## config.mk

```make
export PLATFORM = sky130hd
export DESIGN_NAME = link_interrupt_event_bank
export DESIGN_NICKNAME = d
export VERILOG_FILES = /design/src/design/link_irq_pkg.sv /design/src/design/link_interrupt_event_bank.sv
export VERILOG_INCLUDE_DIRS = /design/src /design/src/design
export SDC_FILE = /design/constraint.sdc
export NUM_CORES = 1
export LEC_CHECK = 0
export ABC_AREA = 1
export BUFFER_PORTS_ARGS = -buffer_cell sky130_fd_sc_hd__buf_2
export CAP_MARGIN = 20
export CORE_MARGIN = 4
export CORE_UTILIZATION = 47
export DETAILED_ROUTE_END_ITERATION = 6
export GPL_ROUTABILITY_DRIVEN = 0
export PLACE_DENSITY = 0.71
export SKIP_LAST_GASP = 1
export SYNTH_ARGS = -nofsm -noshare
export SYNTH_HDL_FRONTEND = slang
export SYNTH_SLANG_ARGS = --single-unit
```

## constraint.sdc

```tcl
create_clock -name REF_CLK -period 1.9 [get_ports REF_CLK]
set_input_delay 0.095 -clock REF_CLK [delete_from_list [all_inputs] [get_ports REF_CLK]]
set_output_delay 0.095 -clock REF_CLK [all_outputs]
set_load 0.1 [all_outputs]
```

## src/design/link_irq_map.svh

```systemverilog
// offsets, bit positions, reset values and timing counts of the interrupt event bank
`ifndef LINK_IRQ_MAP_SVH
`define LINK_IRQ_MAP_SVH

// ------------------------------------------------------------
// register byte offsets
// ------------------------------------------------------------
`define OFS_EVENT_SET   8'h80
`define OFS_EVENT_CLEAR 8'h84
`define OFS_EVENT_MASK  8'h88
`define OFS_CONTROL     8'h8c
`define OFS_PHY_BYTE    8'h90

// ------------------------------------------------------------
// event bit positions
// ------------------------------------------------------------
`define BIT_RSVD_HI         31
`define BIT_GP_PIN          30
`define BIT_SOFTWARE        29
`define BIT_RSVD_LO         28
`define BIT_LATE_ACK        27
`define BIT_PHY_BYTE        26
`define BIT_OVERLONG        25
`define BIT_FATAL           24
`define BIT_MISMATCH        23
`define BIT_NEW_CYCLE       20
`define BIT_ACCESS_FAIL     18
`define BIT_BUS_RESET       17
`define BIT_IDENT_DONE      16
`define BIT_IDENT_STICKY    15

// implemented event bits: 30,29,27..23,20,18..15,7..0
`define EVENT_IMPL_MASK     32'h6f9780ff
`define EVENT_RESET         32'h00000000
`define MASK_RESET          32'h00000000

// ------------------------------------------------------------
// control register fields and phy byte position
// ------------------------------------------------------------
`define CTL_GP_B_EN         31
`define CTL_LATE_ACK_EN     29
`define CTL_GP_A_EN         23
`define CTL_CYCLE_MASTER    21
`define CONTROL_RESET       32'h00000000
`define PHY_BYTE_LSB        16

// ------------------------------------------------------------
// timing
// ------------------------------------------------------------
`define CLK_MHZ             125
`define OVERLONG_US         125
`define OVERLONG_CYCLES     (`OVERLONG_US * `CLK_MHZ)

`endif

```

## src/design/link_irq_pkg.sv

```systemverilog
// types shared by the interrupt event bank
package link_irq_pkg;
  typedef logic [31:0] word_t;
  typedef enum logic [0:0] {GAP_IDLE, GAP_TIMING} gap_state_t;
endpackage

```

## src/design/link_interrupt_event_bank.sv

```systemverilog
// interrupt event bank with set/clear/mask registers on an avalon-mm slave
//
// Function
// - event bit sets on its source event (an edge or a level, per bit) or set-address write of one.
// - event bit clears by writing one at the clear address; bit 16 also clears on bus reset.
// - reads return events ANDed with the interrupt mask.
// - bits 31 and 28 always read zero.
// - bit 30 sets when an enabled general-purpose input asserts.
// - bit 29 is owned by software, no hardware source.
// - bit 27 sets when late-ack enabled and fifo, busy or tardy ack.
// - bit 26 sets on received phy byte; byte readable in bits 23-16.
// - as cycle master, bit 25 sets if cycle start to gap exceeds 125 us.
// - overlong cycle clears the cycle master enable bit 21.
// - bit 24 sets when an error stops a subunit, e.g. dead context.
// - while bit 24 set, events of failed contexts are blocked.
// - bit 23 sets when received cycle start disagrees with local timer.
// - bit 20 sets each time the timer count lsb toggles.
// - bit 16 clears at the moment bit 17 sets.
// - bit 15 sets with bit 16 and ignores bus reset.
// - bit 18 sets before next access when access fails on missing clock.
`include "link_irq_map.svh"

module link_interrupt_event_bank #(
  parameter int OVERLONG_CYCLES = `OVERLONG_CYCLES,
  parameter int NUM_CONTEXTS    = 8
) (
  // clock and reset
  input  wire logic                    REF_CLK,
  input  wire logic                    SRST,
  // avalon-mm slave
  input  wire logic [7:0]              ADDRESS,
  input  wire logic                    READ,
  input  wire logic                    WRITE,
  input  wire logic [31:0]             WRITEDATA,
  input  wire logic [3:0]              BYTEENABLE,
  output logic [31:0]                  READDATA,
  output logic                         WAITREQUEST,
  // interrupt
  output logic                         IRQ,
  // general-purpose interrupt pins
  input  wire logic                    GP_INPUT_A,
  input  wire logic                    GP_INPUT_B,
  // late acknowledge conditions
  input  wire logic                    RX_FIFO_PENDING,
  input  wire logic                    PHYS_RESP_BUSY,
  input  wire logic                    TARDY_ACK_SENT,
  // phy register byte
  input  wire logic                    PHY_BYTE_VALID,
  input  wire logic [7:0]              PHY_BYTE,
  // cycle master timing
  input  wire logic                    CYCLE_START_TX,
  input  wire logic                    SUBACTION_GAP_END,
  output logic                         CYCLE_MASTER_ENABLE,
  // dma contexts
  input  wire logic [NUM_CONTEXTS-1:0] CONTEXT_DEAD,
  input  wire logic [NUM_CONTEXTS-1:0] CONTEXT_EVENT,
  // cycle timer
  input  wire logic                    RX_CYCLE_START,
  input  wire logic [6:0]              RX_SECONDS,
  input  wire logic [12:0]             RX_COUNT,
  input  wire logic [6:0]              TIMER_SECONDS,
  input  wire logic [12:0]             TIMER_COUNT,
  // bus and link status
  input  wire logic                    BUS_RESET,
  input  wire logic                    IDENT_DONE,
  input  wire logic                    REG_ACCESS_FAIL
);

  localparam int CW = $clog2(OVERLONG_CYCLES + 1);

  function automatic link_irq_pkg::word_t lane_mask(input logic [3:0] be);
    lane_mask = {{8{be[3]}}, {8{be[2]}}, {8{be[1]}}, {8{be[0]}}};
  endfunction

  // ------------------------------------------------------------
  // state
  // ------------------------------------------------------------
  link_irq_pkg::word_t     event_reg, next_event;
  link_irq_pkg::word_t     mask, next_mask;
  link_irq_pkg::word_t     control, next_control;
  logic [7:0]              phy_byte, next_phy_byte;
  logic [31:0]             next_readdata;
  logic                    next_waitrequest, next_irq;
  logic [1:0]              gp_a_sync, gp_b_sync;
  logic                    gp_a_prev, gp_b_prev;
  logic                    late_prev, bus_prev, ident_prev, lsb_prev;
  logic [NUM_CONTEXTS-1:0] dead_prev, dead_ctx, next_dead_ctx;
  link_irq_pkg::gap_state_t gap_state, next_gap_state;
  logic [CW-1:0]           gap_count, next_gap_count;

  logic                    wr_set, wr_clr, wr_mask, wr_ctl;
  link_irq_pkg::word_t     wmask, hw_set, sw_set, sw_clr, readable;
  logic                    late_cond, bus_rise, overlong;
  logic [NUM_CONTEXTS-1:0] ctx_blocked;

  // ------------------------------------------------------------
  // bus decode
  // ------------------------------------------------------------
  assign wmask   = lane_mask(BYTEENABLE);
  assign wr_set  = WRITE && !WAITREQUEST && (ADDRESS == `OFS_EVENT_SET);
  assign wr_clr  = WRITE && !WAITREQUEST && (ADDRESS == `OFS_EVENT_CLEAR);
  assign wr_mask = WRITE && !WAITREQUEST && (ADDRESS == `OFS_EVENT_MASK);
  assign wr_ctl  = WRITE && !WAITREQUEST && (ADDRESS == `OFS_CONTROL);
  // zeros written leave bits alone
  assign sw_set  = wr_set ? (WRITEDATA & wmask) : '0;
  assign sw_clr  = wr_clr ? (WRITEDATA & wmask) : '0;

  // ------------------------------------------------------------
  // event sources
  // ------------------------------------------------------------
  assign late_cond = control[`CTL_LATE_ACK_EN]
                     && (RX_FIFO_PENDING || PHYS_RESP_BUSY || TARDY_ACK_SENT);
  assign bus_rise  = BUS_RESET && !bus_prev;
  assign overlong  = (gap_state == link_irq_pkg::GAP_TIMING)
                     && (gap_count == CW'(OVERLONG_CYCLES));
  assign ctx_blocked = event_reg[`BIT_FATAL] ? dead_ctx : '0;

  always_comb begin
    hw_set = '0;
    hw_set[`BIT_GP_PIN]       = (gp_a_sync[1] && !gp_a_prev && control[`CTL_GP_A_EN])
                                || (gp_b_sync[1] && !gp_b_prev && control[`CTL_GP_B_EN]);
    hw_set[`BIT_LATE_ACK]     = late_cond && !late_prev;
    hw_set[`BIT_PHY_BYTE]     = PHY_BYTE_VALID;
    hw_set[`BIT_OVERLONG]     = overlong;
    hw_set[`BIT_FATAL]        = |(CONTEXT_DEAD & ~dead_prev);
    hw_set[`BIT_MISMATCH]     = RX_CYCLE_START
                                && ((RX_SECONDS != TIMER_SECONDS) || (RX_COUNT != TIMER_COUNT));
    hw_set[`BIT_NEW_CYCLE]    = TIMER_COUNT[0] != lsb_prev;
    hw_set[`BIT_ACCESS_FAIL]  = REG_ACCESS_FAIL;
    hw_set[`BIT_BUS_RESET]    = bus_rise;
    hw_set[`BIT_IDENT_DONE]   = IDENT_DONE && !ident_prev;
    hw_set[`BIT_IDENT_STICKY] = IDENT_DONE && !ident_prev;
    hw_set[NUM_CONTEXTS-1:0]  = CONTEXT_EVENT & ~ctx_blocked;
  end

  // ------------------------------------------------------------
  // event, mask and control registers
  // ------------------------------------------------------------
  always_comb begin
    // hardware set wins over a clear in the same cycle
    next_event = (event_reg & ~sw_clr) | hw_set | sw_set;
    if (bus_rise) begin
      next_event[`BIT_IDENT_DONE] = 1'b0;
    end
    next_event = next_event & `EVENT_IMPL_MASK;
    next_mask = wr_mask ? ((mask & ~wmask) | (WRITEDATA & wmask)) : mask;
    next_mask = next_mask & `EVENT_IMPL_MASK;
    next_control = wr_ctl ? ((control & ~wmask) | (WRITEDATA & wmask)) : control;
    if (overlong) begin
      next_control[`CTL_CYCLE_MASTER] = 1'b0;
    end
    next_phy_byte = PHY_BYTE_VALID ? PHY_BYTE : phy_byte;
    next_dead_ctx = event_reg[`BIT_FATAL] ? (dead_ctx | CONTEXT_DEAD) : CONTEXT_DEAD;
    next_irq = |(next_event & next_mask);
  end

  always_ff @(posedge REF_CLK) begin
    if (SRST) begin
      event_reg <= `EVENT_RESET;
      mask      <= `MASK_RESET;
      control   <= `CONTROL_RESET;
      phy_byte  <= 8'h00;
      dead_ctx  <= '0;
      IRQ       <= 1'b0;
    end else begin
      event_reg <= next_event;
      mask      <= next_mask;
      control   <= next_control;
      phy_byte  <= next_phy_byte;
      dead_ctx  <= next_dead_ctx;
      IRQ       <= next_irq;
    end
  end

  always_comb begin
    CYCLE_MASTER_ENABLE = control[`CTL_CYCLE_MASTER];
  end

  // ------------------------------------------------------------
  // edge detectors and pin synchronisers
  // ------------------------------------------------------------
  always_ff @(posedge REF_CLK) begin
    if (SRST) begin
      gp_a_sync  <= 2'b00;
      gp_b_sync  <= 2'b00;
      gp_a_prev  <= 1'b0;
      gp_b_prev  <= 1'b0;
      late_prev  <= 1'b0;
      bus_prev   <= 1'b0;
      ident_prev <= 1'b0;
      lsb_prev   <= 1'b0;
      dead_prev  <= '0;
    end else begin
      gp_a_sync  <= {gp_a_sync[0], GP_INPUT_A};
      gp_b_sync  <= {gp_b_sync[0], GP_INPUT_B};
      gp_a_prev  <= gp_a_sync[1];
      gp_b_prev  <= gp_b_sync[1];
      late_prev  <= late_cond;
      bus_prev   <= BUS_RESET;
      ident_prev <= IDENT_DONE;
      lsb_prev   <= TIMER_COUNT[0];
      dead_prev  <= CONTEXT_DEAD;
    end
  end

  // ------------------------------------------------------------
  // cycle start to subaction gap timer
  // ------------------------------------------------------------
  always_comb begin
    next_gap_state = gap_state;
    next_gap_count = gap_count;
    case (gap_state)
      link_irq_pkg::GAP_IDLE: begin
        if (CYCLE_START_TX && control[`CTL_CYCLE_MASTER]) begin
          next_gap_state = link_irq_pkg::GAP_TIMING;
          next_gap_count = '0;
        end
      end
      link_irq_pkg::GAP_TIMING: begin
        if (SUBACTION_GAP_END || overlong || !control[`CTL_CYCLE_MASTER]) begin
          next_gap_state = link_irq_pkg::GAP_IDLE;
        end else begin
          next_gap_count = gap_count + CW'(1);
        end
      end
      default: next_gap_state = link_irq_pkg::GAP_IDLE;
    endcase
  end

  always_ff @(posedge REF_CLK) begin
    if (SRST) begin
      gap_state <= link_irq_pkg::GAP_IDLE;
      gap_count <= '0;
    end else begin
      gap_state <= next_gap_state;
      gap_count <= next_gap_count;
    end
  end

  // ------------------------------------------------------------
  // bus answer: one wait cycle, then data with waitrequest low
  // ------------------------------------------------------------
  assign readable = event_reg & mask;

  always_comb begin
    next_waitrequest = !((READ || WRITE) && WAITREQUEST);
    next_readdata    = 32'h00000000;
    if (READ && WAITREQUEST) begin
      case (ADDRESS)
        `OFS_EVENT_SET, `OFS_EVENT_CLEAR: next_readdata = readable;
        `OFS_EVENT_MASK: next_readdata = mask;
        `OFS_CONTROL:    next_readdata = control;
        `OFS_PHY_BYTE:   next_readdata = {8'h00, phy_byte, 16'h0000};
        default:         next_readdata = 32'h00000000;
      endcase
    end
  end

  always_ff @(posedge REF_CLK) begin
    if (SRST) begin
      WAITREQUEST <= 1'b1;
      READDATA    <= 32'h00000000;
    end else begin
      WAITREQUEST <= next_waitrequest;
      READDATA    <= next_readdata;
    end
  end
endmodule

```

Word level (Yosys, flattened, before mapping)
Cells that the tools add are included.
Storage, ports and cells
  flip-flop bits (word level): 155
  input bits: 124
  logic and storage cells: 103
Operators by class
  add/subtract/negate cells: 1
  equal/unequal tests: 11
  multiplexer cells: 13
  bitwise gates (word level): 19
  reductions and logical operators: 39
Operator list (number)
  32-bit case mux with 4 select lines: 1
  31-bit bitwise AND: 4
  31-bit two-way mux: 3
  31-bit OR: 3
  32-bit bitwise AND: 2
  8-bit equality test, second input constant: 5
  32-bit inverter: 1
  32-bit OR: 1
  32-bit OR reduction: 1
  31-bit inverter: 1
  14-bit two-way mux: 2
  14-bit case mux with 2 select lines: 1
  1-bit logical AND: 18
  8-bit bitwise AND: 2
  8-bit two-way mux: 2
  8-bit inverter: 2
  14-bit by 1-bit adder with 14-bit output, second input constant: 1
  14-bit equality test, second input constant: 1
  13-bit inequality test: 1
  1-bit logical NOT: 8
  8-bit OR: 1
  8-bit OR reduction: 1
  1-bit logical OR: 7
  7-bit inequality test: 1
  7 further kinds: 13

Longest topological paths before layout
Gate-level depths: netlist (run 1).
  depth after elaboration: 11
  gate-level depth with buffers: 15
  depth with buffers taken out: 14

Worst setup path before layout (run 1)
Ideal clock, no wire load.
  path type: reg2reg
  start point: reg WAITREQUEST
  end point: reg READDATA[12]
  arrival: 2.110 ns
  path slack: -0.279 ns
  stages on the path, launching flop included: 6
  cell sequence: dfxtp_1 > nand3_1 > inv_1 > clkbuf_1 > nand2_1 > nor2_1
Between the ends
  word-level cells in the longest chain between the ends: 3
RTL lines
  start: declaration: line link_interrupt_event_bank.sv:37  | output logic WAITREQUEST,
  start signal: assignment: line link_interrupt_event_bank.sv:264  | WAITREQUEST <= next_waitrequest;
  1-bit logical AND: line link_interrupt_event_bank.sv:248  | if (READ && WAITREQUEST) begin
  1-bit inverter (no line)
  2-bit OR reduction (no line)
  end signal: assignment: line link_interrupt_event_bank.sv:265  | READDATA <= next_readdata;
  end: declaration: line link_interrupt_event_bank.sv:36  | output logic [31:0] READDATA,
No other way between the ends.
A chain may end at the register's enable or synchronous reset.

Final worst setup path (run 1)
  start point: reg WAITREQUEST
  end point: reg IRQ
Between the ends
  word-level cells in the longest chain between the ends: 11
RTL lines
  1-bit logical NOT *: line link_interrupt_event_bank.sv:100, link_interrupt_event_bank.sv:101, link_interrupt_event_bank.sv:102
  1-bit logical AND *: line link_interrupt_event_bank.sv:100, link_interrupt_event_bank.sv:101, link_interrupt_event_bank.sv:102
  1-bit logical AND: line link_interrupt_event_bank.sv:101  | assign wr_clr = WRITE && !WAITREQUEST && (ADDRESS == `OFS_EVENT_CLEAR);
  31-bit two-way mux: line link_interrupt_event_bank.sv:106  | assign sw_clr = wr_clr ? (WRITEDATA & wmask) : '0;
  31-bit inverter: line link_interrupt_event_bank.sv:141  | next_event = (event_reg & ~sw_clr) | hw_set | sw_set;
  31-bit bitwise AND: line link_interrupt_event_bank.sv:141
  31-bit OR (2 in a row): line link_interrupt_event_bank.sv:141
  1-bit two-way mux: line link_interrupt_event_bank.sv:142  | if (bus_rise) begin
  31-bit bitwise AND *: line link_interrupt_event_bank.sv:154  | next_irq = |(next_event & next_mask);
  32-bit OR reduction *: line link_interrupt_event_bank.sv:154
  end signal: assignment: line link_interrupt_event_bank.sv:171  | IRQ <= next_irq;
  end: declaration: line link_interrupt_event_bank.sv:39  | output logic IRQ,
Mark *: on every way between the ends. The rest lies on a longest branch, timed or not.

==> results.yml, run 1 <==
pwr:
  p_int_mw: 5.95
  p_sw_mw: 1.67
  powerDensity_mw_per_mm2: 802
  power_mw: 7.62
  ir_drop_mv: 0.629
  pwr-share-seq_pct: 44.0
  swShare_pct: 21.9
  comb_power_share_pct: 8.6
  leakage_nw: 4.51
  power_frac_clock_pct: 47.4
grt:
  grt_max_degree: 73
  grt_antenna_before_repair: 0
  grt_pass1_wl_um: 33500
  grt_overflow: 0
  grt_pass1_vias: 6886
  grt.total_usage_pct: 24.8
clock_network:
  tritoncts: "built"
  path_clk_slew_ns: 0.06
  cts_buffer_depth: 2
  cts_root_buf: "clkbuf_16"
  cts_made_buffers: 17
  clkSinkCount: 155
  insertion_delay_ns: 0.42
  htree_num_levels: 4
timing:
  fin_skew_ns: 0.00598
  period_minus_slack_ns: 1.78
  worstMarginPinSlew_ns: 0.810
  fmax_ghz: 0.563
  hold_violations: 0
  relSlewSlack_pct: 46.0
  setup_viol: 0
  setup_ws_ns: 0.125
  drv_slew: 0
  timing.final.crit_share_pct: 93.4
layout:
  antenna_cells: 0
  area_growth_pct: 34.7
  utilization_pct: 65.1
  drive_gt1_share_pct: 20.5
  nNetsFinal: 1396
floorplanning:
  fp-row-count: 44
  start_util_pct: 48.3
  die_y_um: 130
  dieArea_mm2: 0.0170
  core_mm2: 0.0146
  die_w_um: 130
  ios: 159
synthesis:
  synth_flop_cell: "dfxtp_1"
  yosysTopAreaCell: "dfxtp_1"
  async_flop_share_pct: 0
  ys_warn_count: 0
  avgSynthCellArea_um2: 6.84
  synth_top_cell_area_share_pct: 44.0
  ys_types: 41
  ys_top_cells_by_area: "dfxtp_1, nand2_1, a21oi_1"
  netlist_area_mm2: 0.00705
  synth_edf_count: 0
  synthTopCellsByCount: "nand2_1, dfxtp_1, inv_1"
  ys_seq_area_share_pct: 44.0
  yosys_register_bits: 155
  syn_nets: 1157
  yosysMostFrequentCell: "nand2_1"
  synth_cells: 1031
drt:
  route.detailed.wl_per_inst_um: 14.3
  vias: 7307
  avgViaCountPerCell: 4.98
  post-route-drc-count: 0
  ant_nets: 0
  routed_wl_um: 21000
  drt_pass1_iterations: 5
  drt_iter0_markers: 541
critical_path:
  required_ns: 2.18
  cpPeakStageDelay_ns: 0.35
  cp.buffers_inverters: 2
  r2r-start: "WAITREQUEST$_SDFF_PP1_"
  crit_family: "simple AND/OR/NAND/NOR gates"
  r2r_setup_slack_ns: 0.12
  cp-start-kind: "flip-flop"
  crit_arrival_ns: 2.06
  path_class: "flip-flop to flip-flop"
  reg2reg_to: "IRQ$_SDFF_PP0_"
  cp_common_cell: "nand2_1"
  cp_max_fo: 7
  critPathSlowestCell: "dfxtp_2"
  crit_chain: "nor2_4, nand3_2, nor2_4, buf_6, buf_4, nand2_1, nand2_1, nand3_1, nand2_1, nand2_1, nor2_1, nand3_1, nor2_1, nor2_1"
  crit_path_end_kind: "flip-flop"
  rr_worst_depth: 14
place:
  dp_slack_ns: 0.0188
  io_buffers: 158
  dp_hpwl_um: 15000
min_path:
  holdPathStages: 3
  worstHoldStart: "CONTEXT_EVENT[3]"
  hold_path_end: "event_reg[3]$_SDFF_PP0_"
  hold_path_class: "input port to flip-flop"
flow_run:
  drv_cap: 0
run_status:
  status: "complete, no violations"
metrics by stage:
stage	cell area [µm²]	setup TNS (ns)	hold WS, ns	cells
floorplan	7050	0	0.202	1031
global placement	8220	0	0.299	1375
detailed placement	8220	0	0.306	1375
CTS	9430	0	0.00302	1465
global route	9500	-0.0476	0.0106	1467
finish	9500	0	0.00311	1467
worst max path at each step:
stage / start / endpoint / slack, ns / cells after the start
after floorplan: WAITREQUEST$_SDFF_PP1_ / IRQ$_SDFF_PP0_ / 0.1 / 13
after global placement: WAITREQUEST$_SDFF_PP1_ / IRQ$_SDFF_PP0_ / 0.09 / 13
after detailed placement: gap_count[1]$_SDFFE_PP0P_ / gap_count[11]$_SDFFE_PP0P_ / 0.02 / 12
after CTS: gap_count[1]$_SDFFE_PP0P_ / gap_count[11]$_SDFFE_PP0P_ / 0.02 / 12
after global routing: gap_count[1]$_SDFFE_PP0P_ / gap_count[11]$_SDFFE_PP0P_ / -0.02 / 12
final: WAITREQUEST$_SDFF_PP1_ / IRQ$_SDFF_PP0_ / 0.12 / 14
power groups by stage:
| stage | sequential, mW | clock [mW] | combinational, mW |
|---|---|---|---|
| 2_1_floorplan | 3.43 | 0 | 0.283 |
| 3_3_place_gp | 3.42 | 0 | 0.542 |
| 3_5_place_dp | 3.42 | 0 | 0.548 |
| 4_1_cts | 3.35 | 3.64 | 0.642 |
| 5_1_grt | 3.36 | 3.78 | 0.720 |
| 6_report | 3.35 | 3.61 | 0.653 |
tightest hold or removal path: stages:
cell     delay (ns)
buf_2          0.09
nand2_1        0.10
a31oi_1        0.09
layer usage:
metal | vias to the layer above | wire (µm) | track usage [%]
met4 | 0 | 345 | 7.32
met2 | 285 | 9920 | 41.5
li1 | 3752 | - | -
met3 | 37 | 1890 | 4.88
met1 | 3233 | 8830 | 32.5
met5 | - | 0 | 0
repair_timing:
| action | 4_1_cts | 5_1_grt |
|---|---|---|
| endpoints found under the hold margin | 65 | 0 |
| setup endpoints to repair | 0 | 11 |
| resized for setup | 0 | 14 |
| hold buffers | 58 | 0 |
| buffers inserted | 0 | 2 |
placed cells by master, fill, tap and decap left out, drive strengths merged, types with 5 or more instances in the layout:
| master | instances |
|---|---|
| nand2 | 335 |
| nand4 | 11 |
| xnor2 | 5 |
| nand3 | 53 |
| xor2 | 18 |
| dfxtp | 155 |
| a21oi | 89 |
| clkbuf | 26 |
| nor2 | 104 |
| a31oi | 17 |
| o21ai | 59 |
| buf | 192 |
| nor3 | 12 |
| dlygate4sd3 | 57 |
| inv | 122 |
| clkinv | 5 |
cell type report:
class | count | area, µm²
inverter | 124 | 465
fill | 1251 | 5090
clock inverter | 7 | 135
multi-input combinational | 721 | 3370
tap | 184 | 230
clock buffer | 25 | 495
sequential | 155 | 3110
timing repair buffer | 251 | 1700
kinds of logic (layout without fill, tap and decap cells):
family / after synthesis / after routing / synth area share (%)
DFF: 155 / 155 / 44.0
buffers and inverters: 155 / 407 / 8.80
and+or+nand+nor: 523 / 523 / 31.0
xor gates and xnor gates: 23 / 23 / 2.86
AOI/OAI and AO/OA: 173 / 173 / 13.0
adders and majority gates: 2 / 2 / 0.355
Power figures use the tool's default switching activity.
==> inputs of run 2 (changes only) <==
--- a/config.mk
+++ b/config.mk
@@ -10,10 +10,11 @@
 export BUFFER_PORTS_ARGS = -buffer_cell sky130_fd_sc_hd__buf_2
 export CAP_MARGIN = 20
 export CORE_MARGIN = 4
-export CORE_UTILIZATION = 47
+export CORE_UTILIZATION = 54
 export DETAILED_ROUTE_END_ITERATION = 6
 export GPL_ROUTABILITY_DRIVEN = 0
-export PLACE_DENSITY = 0.71
+export PLACE_DENSITY = 0.8
+export SETUP_SLACK_MARGIN = 0.15
 export SKIP_LAST_GASP = 1
 export SYNTH_ARGS = -nofsm -noshare
 export SYNTH_HDL_FRONTEND = slang
==> constraint.sdc (replaced) <==
create_clock -name REF_CLK -period 1.9 [get_ports REF_CLK]
set_input_delay 0.19 -clock REF_CLK [delete_from_list [all_inputs] [get_ports REF_CLK]]
set_output_delay 0.19 -clock REF_CLK [all_outputs]
set_load 0.1 [all_outputs]
==> run 2 against run 1 <==
Effect of this change:
- power down 1.7%
- critical path type unchanged
- clock power down 2%
- worst hold slack better by 0.0024 ns
- sequential share of layout area up 1.3 points
- routed wire length down 4.2%
- highest routed layer unchanged
- largest power group unchanged
==> results.yml, run 2 (synthesis results as in run 1) <==
run_status:
  status: "complete, no violations"
grt:
  grt_max_degree: 69
  grt_pass1_vias: 6769
  grt_antenna_before_repair: 0
  grt_pass1_wl_um: 32000
  grt.total_usage_pct: 27.0
  grt_overflow: 0
critical_path:
  critPathSlowestCell: "dfxtp_4"
  reg2reg_to: "IRQ$_SDFF_PP0_"
  crit_arrival_ns: 2.10
  cpPeakStageDelay_ns: 0.36
  cp_num_cells: 13
  crit_family: "simple AND/OR/NAND/NOR gates"
  r2r_setup_slack_ns: 0.07
  path_class: "flip-flop to flip-flop"
  crit_path_end_kind: "flip-flop"
  r2r-start: "WAITREQUEST$_SDFF_PP1_"
  rr_worst_depth: 13
  cp.buffers_inverters: 1
  worstSetupStartpoint: "WAITREQUEST$_SDFF_PP1_"
  cp-start-kind: "flip-flop"
  required_ns: 2.17
  cp_common_cell: "nand2_1"
  cp_max_fo: 20
  crit_end: "IRQ$_SDFF_PP0_"
  crit_chain: "nor2_4, nand3_1, nor2_2, buf_12, nand2_1, nand2_1, nand3_1, nand2_1, nand2_1, nor2_2, nand3_1, nor2_1, nor2_1"
floorplanning:
  fp-row-count: 41
  core_mm2: 0.0127
  die_y_um: 122
  die_w_um: 122
  start_util_pct: 55.4
  dieArea_mm2: 0.0150
  ios: 159
timing:
  timing.final.crit_share_pct: 96.3
  setup_viol: 0
  fin_skew_ns: 0.00569
  fmax_ghz: 0.546
  fin_setup_tns_ns: 0
  rsz0062_at_grt: "true"
  worstMarginPinSlew_ns: 0.709
  hold_violations: 0
  drv_slew: 0
  period_minus_slack_ns: 1.83
  relSlewSlack_pct: 52.7
clock_network:
  tritoncts: "built"
  cts_made_buffers: 17
  cts_root_buf: "clkbuf_16"
  clkSinkCount: 155
  insertion_delay_ns: 0.42
  cts_buffer_depth: 2
  htree_num_levels: 4
  path_clk_slew_ns: 0.06
flow_run:
  drv_cap: 0
drt:
  post-route-drc-count: 0
  routed_wl_um: 20100
  avgViaCountPerCell: 5.20
  drt_iter0_markers: 856
  vias: 7383
  route.detailed.wl_per_inst_um: 14.1
  drt_pass1_iterations: 6
  ant_nets: 0
min_path:
  worstHoldStart: "PHY_BYTE[2]"
  hold_path_class: "input port to flip-flop"
layout:
  seqCellArea_mm2: 0.00311
  multi_input_area_mm2: 0.00340
  area_growth_pct: 30.0
  drive_gt1_share_pct: 22.8
  antenna_cells: 0
  fill_cells: 1037
  layout_common_cells: "nand2_1, buf_2, dfxtp_1, inv_1, nor2_1"
  finalNonFillerCells: 1421
  final_common_cell: "nand2_1"
  nNetsFinal: 1364
pwr:
  ir_drop_mv: 0.836
  leakage_nw: 4.43
  powerDensity_mw_per_mm2: 817
place:
  dp_hpwl_um: 14500
  io_buffers: 158
  placed_cells: 1366
[run 2: cell types whose count changed in the layout (fill, tap and decap cells not counted), moves of 2 or more]
cell           change
buf_4             +12
clkbuf_1           -2
clkinvlp_4         +2
dfxtp_4            +2
dlygate4sd3_1     -45
inv_1              -2
nand2_1            -2
nand2_4            +2
nor2_2             +2
[run 2: worst min-delay path by stage]
| stage | end | slack [ns] | cells past startpoint |
|---|---|---|---|
| after global placement | gp_b_sync[1]$_SDFF_PP0_ | 0.39 | 2 |
| after global routing | ident_prev$_SDFF_PP0_ | 0.003 | 3 |
| after CTS | dead_prev[6]$_SDFF_PP0_ | 0.001 | 3 |
| after detailed placement | gp_b_sync[1]$_SDFF_PP0_ | 0.39 | 2 |
| after floorplan | WAITREQUEST$_SDFF_PP1_ | 0.29 | 1 |
| final | phy_byte[2]$_SDFFE_PP0P_ | 0.006 | 3 |
[run 2: area by class of cell]
class,instances,area share (%)
Multi-Input combinational cell,721,37.1
Sequential cell,155,34.0
Timing Repair Buffer,219,14.7
Clock buffer,22,5.17
Inverter,124,5.12
Tap cell,172,2.35
Clock inverter,8,1.56
[run 2: routing by layer]
| metal | part of all wire [%] | GRT usage [%] |
|---|---|---|
| met1 | 41 | 35.6 |
| met2 | 47 | 43.2 |
| met3 | 10 | 7.14 |
| met4 | 2.2 | 8.96 |
| met5 | 0 | 0 |
[run 2: worst register-to-register path: cells and delay by family, from the launching register on]
kind | cells | cell delay [ns]
buffers and inverters | 1 | 0.18
DFF | 1 | 0.36
and+or+nand+nor | 12 | 1.14
[run 2: metrics by stage]
stage | hold WS, ns | setup slack (ns) | util, % | power (mW) | area [µm²]
after detailed placement | 0.394 | 0.0459 | 64.8 | 3.97 | 8250
after CTS | 0.00101 | 0.116 | 71.0 | 7.50 | 9030
after global routing | 0.00336 | -0.0485 | 72.0 | 7.72 | 9170
final | 0.00550 | 0.0697 | 72.0 | 7.49 | 9170
after floorplan | 0.294 | 0.211 | - | 3.71 | 7060
after global placement | 0.394 | 0.0646 | 64.8 | 3.96 | 8250
[run 2: where the power goes]
| group | switching, mW | internal (mW) | leakage, nW | total (mW) |
|---|---|---|---|---|
| Clock | 1.27 | 2.28 | 0.302 | 3.55 |
| Combinational | 0.342 | 0.242 | 2.86 | 0.584 |
| Sequential | 0.0368 | 3.32 | 1.26 | 3.36 |
| Total | 1.65 | 5.84 | 4.43 | 7.49 |
[run 2: what timing repair did]
| item | in CTS | in global routing |
|---|---|---|
| pin swaps | 0 | 11 |
| gates resized for setup | 4 | 21 |
| hold buffers | 12 | 0 |
| buffers inserted | 5 | 8 |
| endpoints found under the setup margin | 2 | 23 |
| hold endpoints to repair | 12 | 0 |
